`src/verilog/charge_pkg.sv`:
```
package charge_pkg;

  // Clock and time bases
  localparam int CLK_HZ = 10_000_000;
  localparam int SEC_PERIOD_S = 1;
  localparam int SEC_CYCLES = SEC_PERIOD_S * CLK_HZ;
  localparam int MS_PERIOD_MS = 1;
  localparam int MS_CYCLES = (MS_PERIOD_MS * CLK_HZ) / 1000;
  localparam int MAX_PWM_HZ = 1_000_000;
  localparam logic [15:0] MIN_PWM_PERIOD = 16'(CLK_HZ / MAX_PWM_HZ);
  localparam logic [15:0] CTRL_PWM_PERIOD = 16'h0400;

  // Sizes
  localparam int ADC_BITS = 10;
  localparam int PARAM_BYTES = 256;

  // Parameter store layout: byte index of each 16-bit little-endian value
  localparam logic [7:0] P_MIN_START_TEMP = 8'h00;
  localparam logic [7:0] P_MAX_START_TEMP = 8'h02;
  localparam logic [7:0] P_MAX_CHG_TEMP = 8'h04;
  localparam logic [7:0] P_MIN_START_VOLT = 8'h06;
  localparam logic [7:0] P_MAX_START_VOLT = 8'h08;
  localparam logic [7:0] P_TARGET_VOLT = 8'h0A;
  localparam logic [7:0] P_RECHARGE_VOLT = 8'h0C;
  localparam logic [7:0] P_TARGET_CURR = 8'h0E;
  localparam logic [7:0] P_PRECHG_CURR = 8'h10;
  localparam logic [7:0] P_TAPER_COLD = 8'h12;
  localparam logic [7:0] P_TAPER_WARM = 8'h14;
  localparam logic [7:0] P_TAPER_SPLIT_TEMP = 8'h16;
  localparam logic [7:0] P_PRECHG_LIMIT_S = 8'h18;
  localparam logic [7:0] P_CURREG_LIMIT_S = 8'h1A;
  localparam logic [7:0] P_VOLTREG_LIMIT_S = 8'h1C;
  localparam logic [7:0] P_PWM_PERIOD = 8'h1E;
  localparam logic [7:0] P_LED_FAST_MS = 8'h20;
  localparam logic [7:0] P_LED_SLOW_MS = 8'h22;

  // APB map
  localparam logic [11:0] ADDR_STORE_LAST = 12'h3FC;
  localparam logic [11:0] ADDR_CTRL = 12'h400;
  localparam logic [11:0] ADDR_STATUS = 12'h404;
  localparam logic [11:0] ADDR_MEAS_VI = 12'h408;
  localparam logic [11:0] ADDR_MEAS_TD = 12'h40C;
  localparam logic [31:0] CTRL_RESET = 32'h0000_0000;
  localparam int CTRL_ENABLE_BIT = 0;

  typedef enum logic [2:0] {
    ST_PENDING   = 3'b000,
    ST_QUALIFY   = 3'b001,
    ST_SUSPEND   = 3'b010,
    ST_PRECHARGE = 3'b011,
    ST_CURREG    = 3'b100,
    ST_VOLTREG   = 3'b101,
    ST_COMPLETE  = 3'b110
  } charge_state_t;

  typedef enum logic [1:0] {
    CH_VOLT = 2'b00,
    CH_CURR = 2'b01,
    CH_TEMP = 2'b10
  } adc_chan_t;

endpackage

```
`src/verilog/pwm_if.sv`:
```
`timescale 1ns/1ns
interface pwm_if;
  logic enable;
  logic [15:0] period;
  logic [15:0] duty;
  logic pwm_out;
  modport ctrl (output enable, output period, output duty, input pwm_out);
  modport gen (input enable, input period, input duty, output pwm_out);
endinterface

```
`src/verilog/lithium_charge_controller.sv`:
```
// Local design decisions: the APB slave port and the register offsets.
`timescale 1ns/1ns
// Behaviour
// - Start only with battery and supply present
// - Qualify picks suspend, complete, precharge or current regulation
// - Suspend stops charge when conditions fail
// - Precharge uses configurable low target current
// - Current regulation holds target, limits voltage
// - Target voltage reached moves to voltage regulation
// - Voltage regulation ends at taper current
// - Taper threshold differs by charge temperature
// - Separate time limits per charging state
// - Recharge restarts at configured recharge voltage
// - Temperature checked against start and charge limits
// - Voltage checked against start limits, target
// - Charge PWM to buck, up to 1 MHz
// - Second PWM duty sets current level
// - Two status LEDs, configurable flash rates
// - Measurements come from 10-bit converter
// - Parameters held in 256-byte store
// - Runs from own clock, no external source
// - Reset always enters charge pending
// - Battery removal returns to charge pending
// - Qualify: bad temperature suspends, low voltage precharges
module lithium_charge_controller #(
  parameter int SEC_CYCLES = charge_pkg::SEC_CYCLES,
  parameter int MS_CYCLES = charge_pkg::MS_CYCLES
) (
  // Clock and reset
  input wire logic sys_clk_i,
  input wire logic rst_i,
  // APB slave
  input wire logic psel_i,
  input wire logic penable_i,
  input wire logic pwrite_i,
  input wire logic [11:0] paddr_i,
  input wire logic [31:0] pwdata_i,
  output logic [31:0] prdata_o,
  output logic pready_o,
  output logic pslverr_o,
  // Presence pins
  input wire logic battery_present_i,
  input wire logic supply_ok_i,
  // Converter handshake
  output charge_pkg::adc_chan_t adc_chan_o,
  output logic adc_start_o,
  input wire logic adc_done_i,
  input wire logic [charge_pkg::ADC_BITS-1:0] adc_result_i,
  // Drive outputs
  output logic charge_pwm_out_o,
  output logic current_level_pwm_out_o,
  output logic status_led_a_o,
  output logic status_led_b_o
);
  import charge_pkg::*;

  logic [7:0] store_mem [PARAM_BYTES];
  logic [31:0] ctrl_q;
  logic [31:0] prdata_q;
  logic pready_q;
  logic pslverr_q;
  logic [2:0] bp_sync_q;
  logic [2:0] sup_sync_q;
  logic battery_present_q;
  logic supply_ok_q;
  adc_chan_t chan_q;
  logic conv_busy_q;
  logic start_q;
  logic scan_done_q;
  logic meas_valid_q;
  logic [ADC_BITS-1:0] volt_q;
  logic [ADC_BITS-1:0] curr_q;
  logic [ADC_BITS-1:0] temp_q;
  charge_state_t state_q;
  charge_state_t state_d;
  logic [31:0] sec_div_q;
  logic [15:0] state_secs_q;
  logic [15:0] duty_q;
  logic [31:0] ms_div_q;
  logic [15:0] fast_cnt_q;
  logic [15:0] slow_cnt_q;
  logic fast_ph_q;
  logic slow_ph_q;
  logic led_a_q;
  logic led_b_q;
  logic apb_acc;
  logic apb_wr;
  logic store_hit;
  logic start_temp_ok;
  logic [ADC_BITS-1:0] taper_lvl;
  logic [15:0] pwm_period;
  logic charging;

  function automatic logic [15:0] prm16(input logic [7:0] idx);
    prm16 = {store_mem[idx + 8'h01], store_mem[idx]};
  endfunction

  function automatic logic [ADC_BITS-1:0] lvl(input logic [7:0] idx);
    logic [15:0] v;
    v = prm16(idx);
    lvl = v[ADC_BITS-1:0];
  endfunction

  function automatic logic [15:0] half_ms(input logic [7:0] idx);
    logic [15:0] v;
    v = prm16(idx);
    half_ms = (v == 16'h0000) ? 16'h0001 : v;
  endfunction

  // APB: one wait state so read data comes from a flop
  assign apb_acc = psel_i && penable_i && !pready_q;
  assign apb_wr = psel_i && penable_i && pready_q && pwrite_i && !pslverr_q;
  assign store_hit = (paddr_i <= ADDR_STORE_LAST);

  always_ff @(posedge sys_clk_i) begin
    if (rst_i) begin
      pready_q <= 1'b0;
      pslverr_q <= 1'b0;
      prdata_q <= 32'h0000_0000;
    end else begin
      pready_q <= apb_acc;
      pslverr_q <= apb_acc && !store_hit && paddr_i != ADDR_CTRL && paddr_i != ADDR_STATUS
                   && paddr_i != ADDR_MEAS_VI && paddr_i != ADDR_MEAS_TD;
      if (apb_acc && !pwrite_i) begin
        if (store_hit) begin
          prdata_q <= {24'h00_0000, store_mem[paddr_i[9:2]]};
        end else begin
          case (paddr_i)
            ADDR_CTRL: prdata_q <= ctrl_q;
            ADDR_STATUS: prdata_q <= {26'h000_0000, meas_valid_q, supply_ok_q, battery_present_q, state_q};
            ADDR_MEAS_VI: prdata_q <= {6'h00, curr_q, 6'h00, volt_q};
            ADDR_MEAS_TD: prdata_q <= {duty_q, 6'h00, temp_q};
            default: prdata_q <= 32'h0000_0000;
          endcase
        end
      end else if (apb_acc) begin
        prdata_q <= 32'h0000_0000;
      end
    end
  end

  // Nonvolatile store: no reset, contents survive reset
  always_ff @(posedge sys_clk_i) begin
    if (apb_wr && store_hit) begin
      store_mem[paddr_i[9:2]] <= pwdata_i[7:0];
    end
  end

  always_ff @(posedge sys_clk_i) begin
    if (rst_i) begin
      ctrl_q <= CTRL_RESET;
    end else if (apb_wr && paddr_i == ADDR_CTRL) begin
      ctrl_q <= {31'h0000_0000, pwdata_i[CTRL_ENABLE_BIT]};
    end
  end

  assign prdata_o = prdata_q;
  assign pready_o = pready_q;
  assign pslverr_o = pslverr_q;

  // Pin synchronisers; a change counts once stages two and three agree
  always_ff @(posedge sys_clk_i) begin
    if (rst_i) begin
      bp_sync_q <= 3'h0;
      sup_sync_q <= 3'h0;
      battery_present_q <= 1'b0;
      supply_ok_q <= 1'b0;
    end else begin
      bp_sync_q <= {bp_sync_q[1:0], battery_present_i};
      sup_sync_q <= {sup_sync_q[1:0], supply_ok_i};
      if (bp_sync_q[1] == bp_sync_q[2]) begin
        battery_present_q <= bp_sync_q[2];
      end
      if (sup_sync_q[1] == sup_sync_q[2]) begin
        supply_ok_q <= sup_sync_q[2];
      end
    end
  end

  // Converter scan: voltage, current, temperature in turn
  always_ff @(posedge sys_clk_i) begin
    if (rst_i) begin
      chan_q <= CH_VOLT;
      conv_busy_q <= 1'b0;
      start_q <= 1'b0;
      scan_done_q <= 1'b0;
      meas_valid_q <= 1'b0;
      volt_q <= '0;
      curr_q <= '0;
      temp_q <= '0;
    end else begin
      start_q <= !conv_busy_q;
      scan_done_q <= 1'b0;
      if (!conv_busy_q) begin
        conv_busy_q <= 1'b1;
      end else if (adc_done_i) begin
        conv_busy_q <= 1'b0;
        case (chan_q)
          CH_VOLT: begin
            volt_q <= adc_result_i;
            chan_q <= CH_CURR;
          end
          CH_CURR: begin
            curr_q <= adc_result_i;
            chan_q <= CH_TEMP;
          end
          default: begin
            temp_q <= adc_result_i;
            chan_q <= CH_VOLT;
            scan_done_q <= 1'b1;
            meas_valid_q <= 1'b1;
          end
        endcase
      end
    end
  end

  assign adc_chan_o = chan_q;
  assign adc_start_o = start_q;

  // Limit checks
  assign start_temp_ok = temp_q >= lvl(P_MIN_START_TEMP) && temp_q <= lvl(P_MAX_START_TEMP);
  assign taper_lvl = (temp_q < lvl(P_TAPER_SPLIT_TEMP)) ? lvl(P_TAPER_COLD) : lvl(P_TAPER_WARM);

  // Charge sequencer; measurement checks only on a fresh measurement set, pin, enable and time-limit moves on any cycle
  always_comb begin
    state_d = state_q;
    case (state_q)
      ST_PENDING: begin
        if (battery_present_q && supply_ok_q && ctrl_q[CTRL_ENABLE_BIT]) begin
          state_d = ST_QUALIFY;
        end
      end
      ST_QUALIFY: begin
        if (scan_done_q) begin
          if (!start_temp_ok) begin
            state_d = ST_SUSPEND;
          end else if (volt_q > lvl(P_RECHARGE_VOLT)) begin
            state_d = ST_COMPLETE;
          end else if (volt_q < lvl(P_MIN_START_VOLT)) begin
            state_d = ST_PRECHARGE;
          end else begin
            state_d = ST_CURREG;
          end
        end
      end
      ST_SUSPEND: begin
        if (scan_done_q && start_temp_ok && volt_q < lvl(P_RECHARGE_VOLT)) begin
          state_d = ST_PRECHARGE;
        end
      end
      ST_PRECHARGE: begin
        if (scan_done_q && start_temp_ok && volt_q > lvl(P_MIN_START_VOLT)) begin
          state_d = ST_CURREG;
        end else if (state_secs_q >= prm16(P_PRECHG_LIMIT_S)) begin
          state_d = ST_SUSPEND;
        end
      end
      ST_CURREG: begin
        if (scan_done_q && (volt_q > lvl(P_MAX_START_VOLT) || !start_temp_ok)) begin
          state_d = ST_SUSPEND;
        end else if (scan_done_q && volt_q >= lvl(P_TARGET_VOLT) && temp_q < lvl(P_MAX_CHG_TEMP)) begin
          state_d = ST_VOLTREG;
        end else if (state_secs_q >= prm16(P_CURREG_LIMIT_S)) begin
          state_d = ST_SUSPEND;
        end
      end
      ST_VOLTREG: begin
        if (scan_done_q && temp_q > lvl(P_MAX_CHG_TEMP)) begin
          state_d = ST_SUSPEND;
        end else if (scan_done_q && curr_q <= taper_lvl) begin
          state_d = ST_COMPLETE;
        end else if (state_secs_q >= prm16(P_VOLTREG_LIMIT_S)) begin
          state_d = ST_COMPLETE;
        end
      end
      ST_COMPLETE: begin
        if (scan_done_q && volt_q <= lvl(P_RECHARGE_VOLT)) begin
          state_d = ST_QUALIFY;
        end
      end
      default: state_d = ST_PENDING;
    endcase
    // Pack removal or supply loss overrides everything
    if (state_q != ST_PENDING && (!battery_present_q || !supply_ok_q || !ctrl_q[CTRL_ENABLE_BIT])) begin
      state_d = ST_PENDING;
    end
  end

  always_ff @(posedge sys_clk_i) begin
    if (rst_i) begin
      state_q <= ST_PENDING;
    end else begin
      state_q <= state_d;
    end
  end

  // Seconds in current state, restarted on every change
  always_ff @(posedge sys_clk_i) begin
    if (rst_i || state_d != state_q) begin
      sec_div_q <= 32'h0000_0000;
      state_secs_q <= 16'h0000;
    end else if (sec_div_q >= 32'(SEC_CYCLES - 1)) begin
      sec_div_q <= 32'h0000_0000;
      if (state_secs_q != 16'hFFFF) begin
        state_secs_q <= state_secs_q + 16'h0001;
      end
    end else begin
      sec_div_q <= sec_div_q + 32'h0000_0001;
    end
  end

  // Duty steps one count per scan; slow loop, but cannot overshoot hard
  assign charging = (state_q == ST_PRECHARGE) || (state_q == ST_CURREG) || (state_q == ST_VOLTREG);
  assign pwm_period = (prm16(P_PWM_PERIOD) < MIN_PWM_PERIOD) ? MIN_PWM_PERIOD : prm16(P_PWM_PERIOD);

  always_ff @(posedge sys_clk_i) begin
    if (rst_i || !charging) begin
      duty_q <= 16'h0000;
    end else if (scan_done_q) begin
      if (state_q == ST_VOLTREG) begin
        if (volt_q < lvl(P_TARGET_VOLT) && duty_q < pwm_period) begin
          duty_q <= duty_q + 16'h0001;
        end else if (volt_q > lvl(P_TARGET_VOLT) && duty_q != 16'h0000) begin
          duty_q <= duty_q - 16'h0001;
        end
      end else if (volt_q < lvl(P_TARGET_VOLT) && duty_q < pwm_period
                   && curr_q < ((state_q == ST_PRECHARGE) ? lvl(P_PRECHG_CURR) : lvl(P_TARGET_CURR))) begin
        duty_q <= duty_q + 16'h0001;
      end else if (duty_q != 16'h0000) begin
        duty_q <= duty_q - 16'h0001;
      end
    end
  end

  pwm_if chg_pwm ();
  pwm_if lvl_pwm ();

  assign chg_pwm.enable = charging;
  assign chg_pwm.period = pwm_period;
  assign chg_pwm.duty = duty_q;
  assign lvl_pwm.enable = charging;
  assign lvl_pwm.period = CTRL_PWM_PERIOD;
  assign lvl_pwm.duty = {6'h00, (state_q == ST_PRECHARGE) ? lvl(P_PRECHG_CURR) : lvl(P_TARGET_CURR)};

  pwm_gen u_chg_pwm (
    .sys_clk_i(sys_clk_i),
    .rst_i(rst_i),
    .pwm(chg_pwm)
  );

  pwm_gen u_lvl_pwm (
    .sys_clk_i(sys_clk_i),
    .rst_i(rst_i),
    .pwm(lvl_pwm)
  );

  assign charge_pwm_out_o = chg_pwm.pwm_out;
  assign current_level_pwm_out_o = lvl_pwm.pwm_out;

  // LED flash phases from millisecond tick
  always_ff @(posedge sys_clk_i) begin
    if (rst_i) begin
      ms_div_q <= 32'h0000_0000;
      fast_cnt_q <= 16'h0000;
      slow_cnt_q <= 16'h0000;
      fast_ph_q <= 1'b0;
      slow_ph_q <= 1'b0;
    end else if (ms_div_q >= 32'(MS_CYCLES - 1)) begin
      ms_div_q <= 32'h0000_0000;
      if (fast_cnt_q + 16'h0001 >= half_ms(P_LED_FAST_MS)) begin
        fast_cnt_q <= 16'h0000;
        fast_ph_q <= !fast_ph_q;
      end else begin
        fast_cnt_q <= fast_cnt_q + 16'h0001;
      end
      if (slow_cnt_q + 16'h0001 >= half_ms(P_LED_SLOW_MS)) begin
        slow_cnt_q <= 16'h0000;
        slow_ph_q <= !slow_ph_q;
      end else begin
        slow_cnt_q <= slow_cnt_q + 16'h0001;
      end
    end else begin
      ms_div_q <= ms_div_q + 32'h0000_0001;
    end
  end

  always_ff @(posedge sys_clk_i) begin
    if (rst_i) begin
      led_a_q <= 1'b0;
      led_b_q <= 1'b0;
    end else begin
      case (state_q)
        ST_QUALIFY: begin
          led_a_q <= slow_ph_q;
          led_b_q <= 1'b0;
        end
        ST_SUSPEND: begin
          led_a_q <= 1'b0;
          led_b_q <= fast_ph_q;
        end
        ST_PRECHARGE: begin
          led_a_q <= fast_ph_q;
          led_b_q <= 1'b0;
        end
        ST_CURREG: begin
          led_a_q <= 1'b1;
          led_b_q <= 1'b0;
        end
        ST_VOLTREG: begin
          led_a_q <= 1'b1;
          led_b_q <= slow_ph_q;
        end
        ST_COMPLETE: begin
          led_a_q <= 1'b0;
          led_b_q <= 1'b1;
        end
        default: begin
          led_a_q <= 1'b0;
          led_b_q <= 1'b0;
        end
      endcase
    end
  end

  assign status_led_a_o = led_a_q;
  assign status_led_b_o = led_b_q;

  // Logic runs on sys_clk_i alone; no external oscillator needed
endmodule

```
`src/verilog/pwm_gen.sv`:
```
`timescale 1ns/1ns
module pwm_gen (
  // Clock and reset
  input wire logic sys_clk_i,
  input wire logic rst_i,
  // Settings and output
  pwm_if.gen pwm
);
  import charge_pkg::*;

  logic [15:0] cnt_q;
  logic [15:0] duty_q;
  logic out_q;

  always_ff @(posedge sys_clk_i) begin
    if (rst_i || !pwm.enable || cnt_q >= pwm.period - 16'h0001) begin
      cnt_q <= 16'h0000;
    end else begin
      cnt_q <= cnt_q + 16'h0001;
    end
  end

  // Duty taken only at period start; a mid-period raise would add an extra edge
  always_ff @(posedge sys_clk_i) begin
    if (rst_i) begin
      duty_q <= 16'h0000;
    end else if (!pwm.enable || cnt_q >= pwm.period - 16'h0001) begin
      duty_q <= pwm.duty;
    end
  end

  // Registered so the pin never glitches on a duty update
  always_ff @(posedge sys_clk_i) begin
    if (rst_i) begin
      out_q <= 1'b0;
    end else begin
      out_q <= pwm.enable && (cnt_q < duty_q);
    end
  end

  assign pwm.pwm_out = out_q;
endmodule

```
`config.mk`:
```
export PLATFORM = sky130hd
export DESIGN_NAME = lithium_charge_controller
export DESIGN_NICKNAME = d
export VERILOG_FILES = /design/src/verilog/charge_pkg.sv /design/src/verilog/pwm_if.sv /design/src/verilog/lithium_charge_controller.sv /design/src/verilog/pwm_gen.sv
export SDC_FILE = /design/constraint.sdc
export NUM_CORES = 2
export LEC_CHECK = 0
export BUFFER_PORTS_ARGS = -buffer_cell sky130_fd_sc_hd__buf_2
export CAP_MARGIN = 20
export CORE_ASPECT_RATIO = 1.1
export CORE_MARGIN = 2
export CORE_UTILIZATION = 35
export CTS_CLUSTER_SIZE = 8
export DETAILED_ROUTE_END_ITERATION = 8
export SLEW_MARGIN = 20
export SYNTH_ARGS = -nofsm -noshare
export SYNTH_HDL_FRONTEND = slang
export SYNTH_SLANG_ARGS = --single-unit
```
`constraint.sdc`:
```
create_clock -name sys_clk_i -period 5.8 [get_ports sys_clk_i]
set_input_delay 0.58 -clock sys_clk_i [delete_from_list [all_inputs] [get_ports sys_clk_i]]
set_output_delay 0.58 -clock sys_clk_i [all_outputs]
set_load 0.05 [all_outputs]
```
Yosys cells after proc, flatten, opt, wreduce, memory -nomap -nowiden
Memory sizes are Yosys's and may differ from the RTL's.
Index checks and enable logic that the tools add are counted.
{"block": "classes", "n_reduce_logical": 75, "muxes": 41, "n_lt_le_gt_ge": 30, "n_bitwise": 3, "eq_ne": 20, "n_addsub": 10}
{"op": "16-bit two-way mux", "count": 10}
{"op": "32-bit case mux with 4 select lines", "count": 1}
{"op": "16-bit by 1-bit adder with 16-bit output, second input constant", "count": 6}
{"op": "16-bit greater-or-equal comparator", "count": 6}
{"op": "32-bit two-way mux", "count": 3}
{"op": "32-bit by 1-bit adder with 32-bit output, second input constant", "count": 2}
{"op": "10-bit less-than comparator", "count": 6}
{"op": "10-bit > comparator", "count": 5}
{"op": "12-bit by 11-bit equality test with 1-bit output, second input constant", "count": 4}
{"op": "3-bit two-way mux", "count": 16}
{"op": "12-bit by 11-bit inequality test with 1-bit output, second input constant", "count": 4}
{"op": "32-bit by 14-bit greater-or-equal comparator with 1-bit output, second input constant", "count": 1}
{"op": "32-bit by 24-bit greater-or-equal comparator with 1-bit output, second input constant", "count": 1}
{"op": "16-bit zero test", "count": 2}
{"op": "16-bit less-than comparator", "count": 2}
{"op": "16-bit by 1-bit subtractor with 16-bit output, second input constant", "count": 2}
{"op": "1-bit logical AND", "count": 31}
{"op": "10-bit less-or-equal comparator", "count": 3}
{"op": "3-bit case mux with 7 select lines", "count": 1}
{"op": "10-bit greater-or-equal comparator", "count": 2}
{"op": "10-bit two-way mux", "count": 2}
{"op": "16-bit by 10-bit greater-or-equal comparator with 1-bit output, second input constant", "count": 1}
{"op": "16-bit by 10-bit less-than comparator with 1-bit output", "count": 1}
{"op": "16-bit by 4-bit less-than comparator with 1-bit output, second input constant", "count": 1}
{"op": "24 further kinds", "count": 66}
{"block": "word_totals", "regBits": 274, "input_bits": 62, "output_inout_bits": 41, "word_cells": 213, "mem_bits_rw": 2048, "mem_count": 1}
{"name": "store_mem", "words": 256, "width": 8, "rd": 37, "rd_clocked_by_memory_dff": 0, "wr": 1, "line_no": "lithium_charge_controller.sv:57", "text": "logic [7:0] store_mem [PARAM_BYTES];"}

Depth between registers and ports, before layout
An unclocked memory read counts as a cell.
{"block": "depth", "ltp_word": 12, "mapped_depth": 23, "depth_no_buf": 20}

Cells and area by module
From an unflattened synthesis, not the netlist that was laid out.
{"block": "hier_totals", "cells_unflattened": 5652, "hier_area_um2": 98249.2}
{"module": "lithium_charge_controller", "area_per_inst_um2": 93399.6, "cells_each": 5113, "instances": 1}
{"module": "pwm_gen at u_lvl_pwm", "area_per_inst_um2": 2461.1, "cells_each": 270, "instances": 1}
{"module": "pwm_gen at u_chg_pwm", "area_per_inst_um2": 2388.5, "cells_each": 269, "instances": 1}

Worst setup path before layout
Ideal clock, no wire load.
{"block": "synth_path", "kind": "register to register", "from": "memory store_mem[31][2]", "to": "register u_chg_pwm.duty_q[10]", "path_buffers": 3, "path_stages_with_launch": 20, "path_slack_ns": 0.897, "arrival_time_ns": 4.775, "setup_ns": 0.128, "path_cell_list": "edfxtp_1 or3_1 or3_1 or2_2 clkbuf_1 nand2_1 ha_1 nand3_1 nor4_1 nand2_1 nor2_1 xnor2_1 ha_1 nand4_1 or4_1 o21bai_1 clkbuf_1 clkbuf_1 mux2i_1 nor2_1"}
{"element": "start: declaration", "line_no": "lithium_charge_controller.sv:57"}
{"element": "end signal: assignment", "line_no": "pwm_gen.sv:28", "text": "duty_q <= pwm.duty;"}
{"element": "end: declaration", "line_no": "pwm_gen.sv:12", "text": "logic [15:0] duty_q;"}

==> results.ini <==
[cells_and_area]
drive_gt1_frac = 0.2152
final_cell_mix = 2048 x edfxtp_1, 647 x mux4_2, 441 x nor2_1, 337 x clkbuf_16, 268 x dfxtp_1
fin_nets = 6028
design_area_um2 = 110800
fin_cells = 9473
n_fill_cell = 24419
final_common_cell = edfxtp_1
area_growth_pct = 14.89
post-route-util = 0.4032

[synthesis]
synth_area_um2 = 96420
syn_inst = 5430
synth_edf_count = 2048
yosysWarningCount = 0
synth.area.top_cells = edfxtp_1 64%, mux4_2 15%, dfxtp_1 5.6%
yosys_register_bits = 2316
syn_avg_cell_area_um2 = 17.76
yosysTopAreaCell = edfxtp_1
synthFlopType = edfxtp_1
yosysTopAreaCellShare = 0.6378
async_flop_share = 0
yosysSeqAreaShare = 0.6935
synth_cell_types = 81

[die]
die_w_um = 504.4
die_h_um = 554.5
ios = 103
core_area_um2 = 274700
die_area_um2 = 279700
start_util = 0.3510
fp-row-count = 202

[critical_path]
arrival_ps = 5610
reg2regPathDepth = 22
cp-end-kind = flop
worstSetupPathType = reg2reg
r2r-start = store_mem[22][1]$_DFFE_PP_
path_max_fanout = 40
r2r_end = sec_div_q[15]$_SDFF_PP0_
crit_required_ps = 6510
worst-r2r-setup-slack_ps = 900
critPathLaunchType = flop

[worst_hold_path]
hp-start = adc_result_i[3]
min_path_cells = 3
holdPathEnd = curr_q[3]$_SDFFE_PP0P_
hp-class = in2reg

[place]
hpwl_mm = 158.1
place_inst = 9053
gp_congestion = 0.8535
placed_area_um2 = 101700
io_buffer_count = 72

[sta]
timing.fmax_ghz = 0.2039
report.final.hold_viol_count = 0
finalSetupViolCount = 0
finClkSkew_ps = 54.94
hold_ws_ps = 64.49
rsz0062_at_grt = false
slew_headroom = 0.2197
slew_viol_final = 0
tightestPinTransition_ps = 1162
layout_min_cycle_time_ps = 4904
fin_crit_sh = 0.8455
tns_ps = 0

[run]
maxCapViolCount = 0

[pwr]
seq_power_share = 0.491
power.switching_w = 0.007899
p_int_w = 0.02926
p_leak_nw = 36.87
peakVddDrop_mv = 0.2283
p_clk_frac = 0.465
power_density_nw_per_um2 = 335.4
switching_share = 0.2126
power_frac_comb = 0.045

[detailed_routing]
drc_errors = 0
dr_total_vias = 51326
drt_iter0_markers = 5192
antenna_left = 0
via_per_inst = 5.418
drtPass1Iterations = 5
wirelength_mm = 251.9
route.detailed.wl_per_inst_um = 26.59

[grt]
grt_max_degree = 180
antenna_found_initial = 5
grtUsageTotal = 0.1767
grt_overflow = 0
grt_pass1_wl_mm = 365.8
grt_pass1_vias = 52824

[run_status]
status = finished clean

[cts]
clock_path_buffers = 4
h-tree-depth = 5
cts-root-buf = clkbuf_16
clock_sinks = 2316
ctsResizeCount = 0
clk_pin_slew_ps = 50
clock_latency_ps = 870
cts_buffers = 332
cts_tree = yes

## cell usage after synthesis, types with 59 or more instances
| cell type | number |
|---|---|
| edfxtp_1 | 2048 |
| mux4_2 | 647 |
| nor2_1 | 443 |
| dfxtp_1 | 268 |
| ha_1 | 244 |
| inv_1 | 219 |
| nand2_1 | 208 |
| clkbuf_1 | 150 |
| a21oi_1 | 115 |
| nand3_1 | 107 |
| buf_2 | 70 |
| xor2_1 | 67 |
| a21o_1 | 60 |
| o21ai_0 | 60 |
| nor3_1 | 59 |
## critical path: stages, from the launching register on
cell      delay, ps
edfxtp_1        380
inv_1            80
ha_1            220
a21o_1          160
a21o_1          170
a21o_1          170
a21o_1          170
a21oi_1         160
o21ai_0         130
a31oi_1         180
buf_4           240
mux2i_1         210
ha_1            260
a211oi_1        250
nor2_1           80
or4_1           470
o221ai_1        210
nor3b_1          80
nor3_1          200
a31oi_1         210
xor2_4          200
buf_12          190
nor4_1          320
## routing by layer
metal	track usage	vias to the layer above	part of all wire
met5	0	-	0
met4	0.06253	0	0.035
li1	-	22083	-
met1	0.2260	26909	0.40
met3	0.03925	441	0.074
met2	0.2955	1893	0.49
## final cells by class
| type | instances | area, um2 | area share |
|---|---|---|---|
| clock inverters | 20 | 370.4 | 0.003343 |
| repair buffers | 199 | 1749 | 0.01579 |
| inverters | 219 | 822.0 | 0.007421 |
| flip-flops and latches | 2316 | 66860 | 0.6036 |
| clock buffers | 391 | 8636 | 0.07796 |
| diodes | 2 | 5.005 | 0.00004518 |
| well taps | 3672 | 4594 | 0.04148 |
| multi-input cells | 2654 | 27730 | 0.2503 |
## repair_timing
action                    in CTS  in global routing
hold buffers                   7                  0
buffers inserted               0                  0
hold endpoints to repair      12                  0
## power by group through the flow
stage	registers [W]	logic, W	clock network [W]
after global placement	0.0185	0.00165	0
after floorplan	0.0185	0.000894	0
after detailed placement	0.0185	0.00168	0
final	0.0182	0.00167	0.0173
after CTS	0.0182	0.00169	0.0176
after global routing	0.0182	0.00175	0.0182
## how the worst max path moves through the flow
stage                                     from                           endpoint  slack (ps)  depth (start not counted)
finish              store_mem[22][1]$_DFFE_PP_           sec_div_q[15]$_SDFF_PP0_         900                         22
global route        store_mem[22][1]$_DFFE_PP_           sec_div_q[15]$_SDFF_PP0_         530                         22
CTS                 store_mem[22][1]$_DFFE_PP_           sec_div_q[15]$_SDFF_PP0_         910                         22
detailed placement  store_mem[22][1]$_DFFE_PP_           sec_div_q[15]$_SDFF_PP0_         940                         22
global placement    store_mem[22][1]$_DFFE_PP_           sec_div_q[23]$_SDFF_PP0_         800                         22
floorplan           store_mem[31][2]$_DFFE_PP_  u_chg_pwm.duty_q[10]$_SDFFE_PP0P_         900                         19
## per-stage QoR
stage                     setup WS [ps]  power, W
after floorplan                   897.2   0.01943
after global placement            804.6   0.02019
after detailed placement          941.6   0.02022
after CTS                         910.9   0.03747
after global routing              526.5   0.03819
final                             896.1   0.03715
## state kept, by name, summed over array words and instances (netlist names), 16 cells and up
signal / flops
store_mem: 2048
u_chg_pwm.duty_q: 16
chg_pwm.duty: 16
slow_cnt_q: 16
state_secs_q: 16
prdata_o: 26
u_lvl_pwm.cnt_q: 16
fast_cnt_q: 16
u_chg_pwm.cnt_q: 16
sec_div_q: 32
ms_div_q: 32
## cells by family (layout without fill, tap and decap cells)
logic type,Yosys count,count (layout),synth area share
other,1,40,0.00003889
XOR/XNOR,123,123,0.01117
multiplexers,704,704,0.1572
adder cells (fa/ha/maj),244,244,0.03166
buffers and inverters,497,829,0.02175
flip-flops,2316,2316,0.6935
AND/OR/NAND/NOR,1097,1097,0.05305
AO/OA/AOI/OAI,448,448,0.03169
Note: power is estimated with default switching activity, not from simulation.
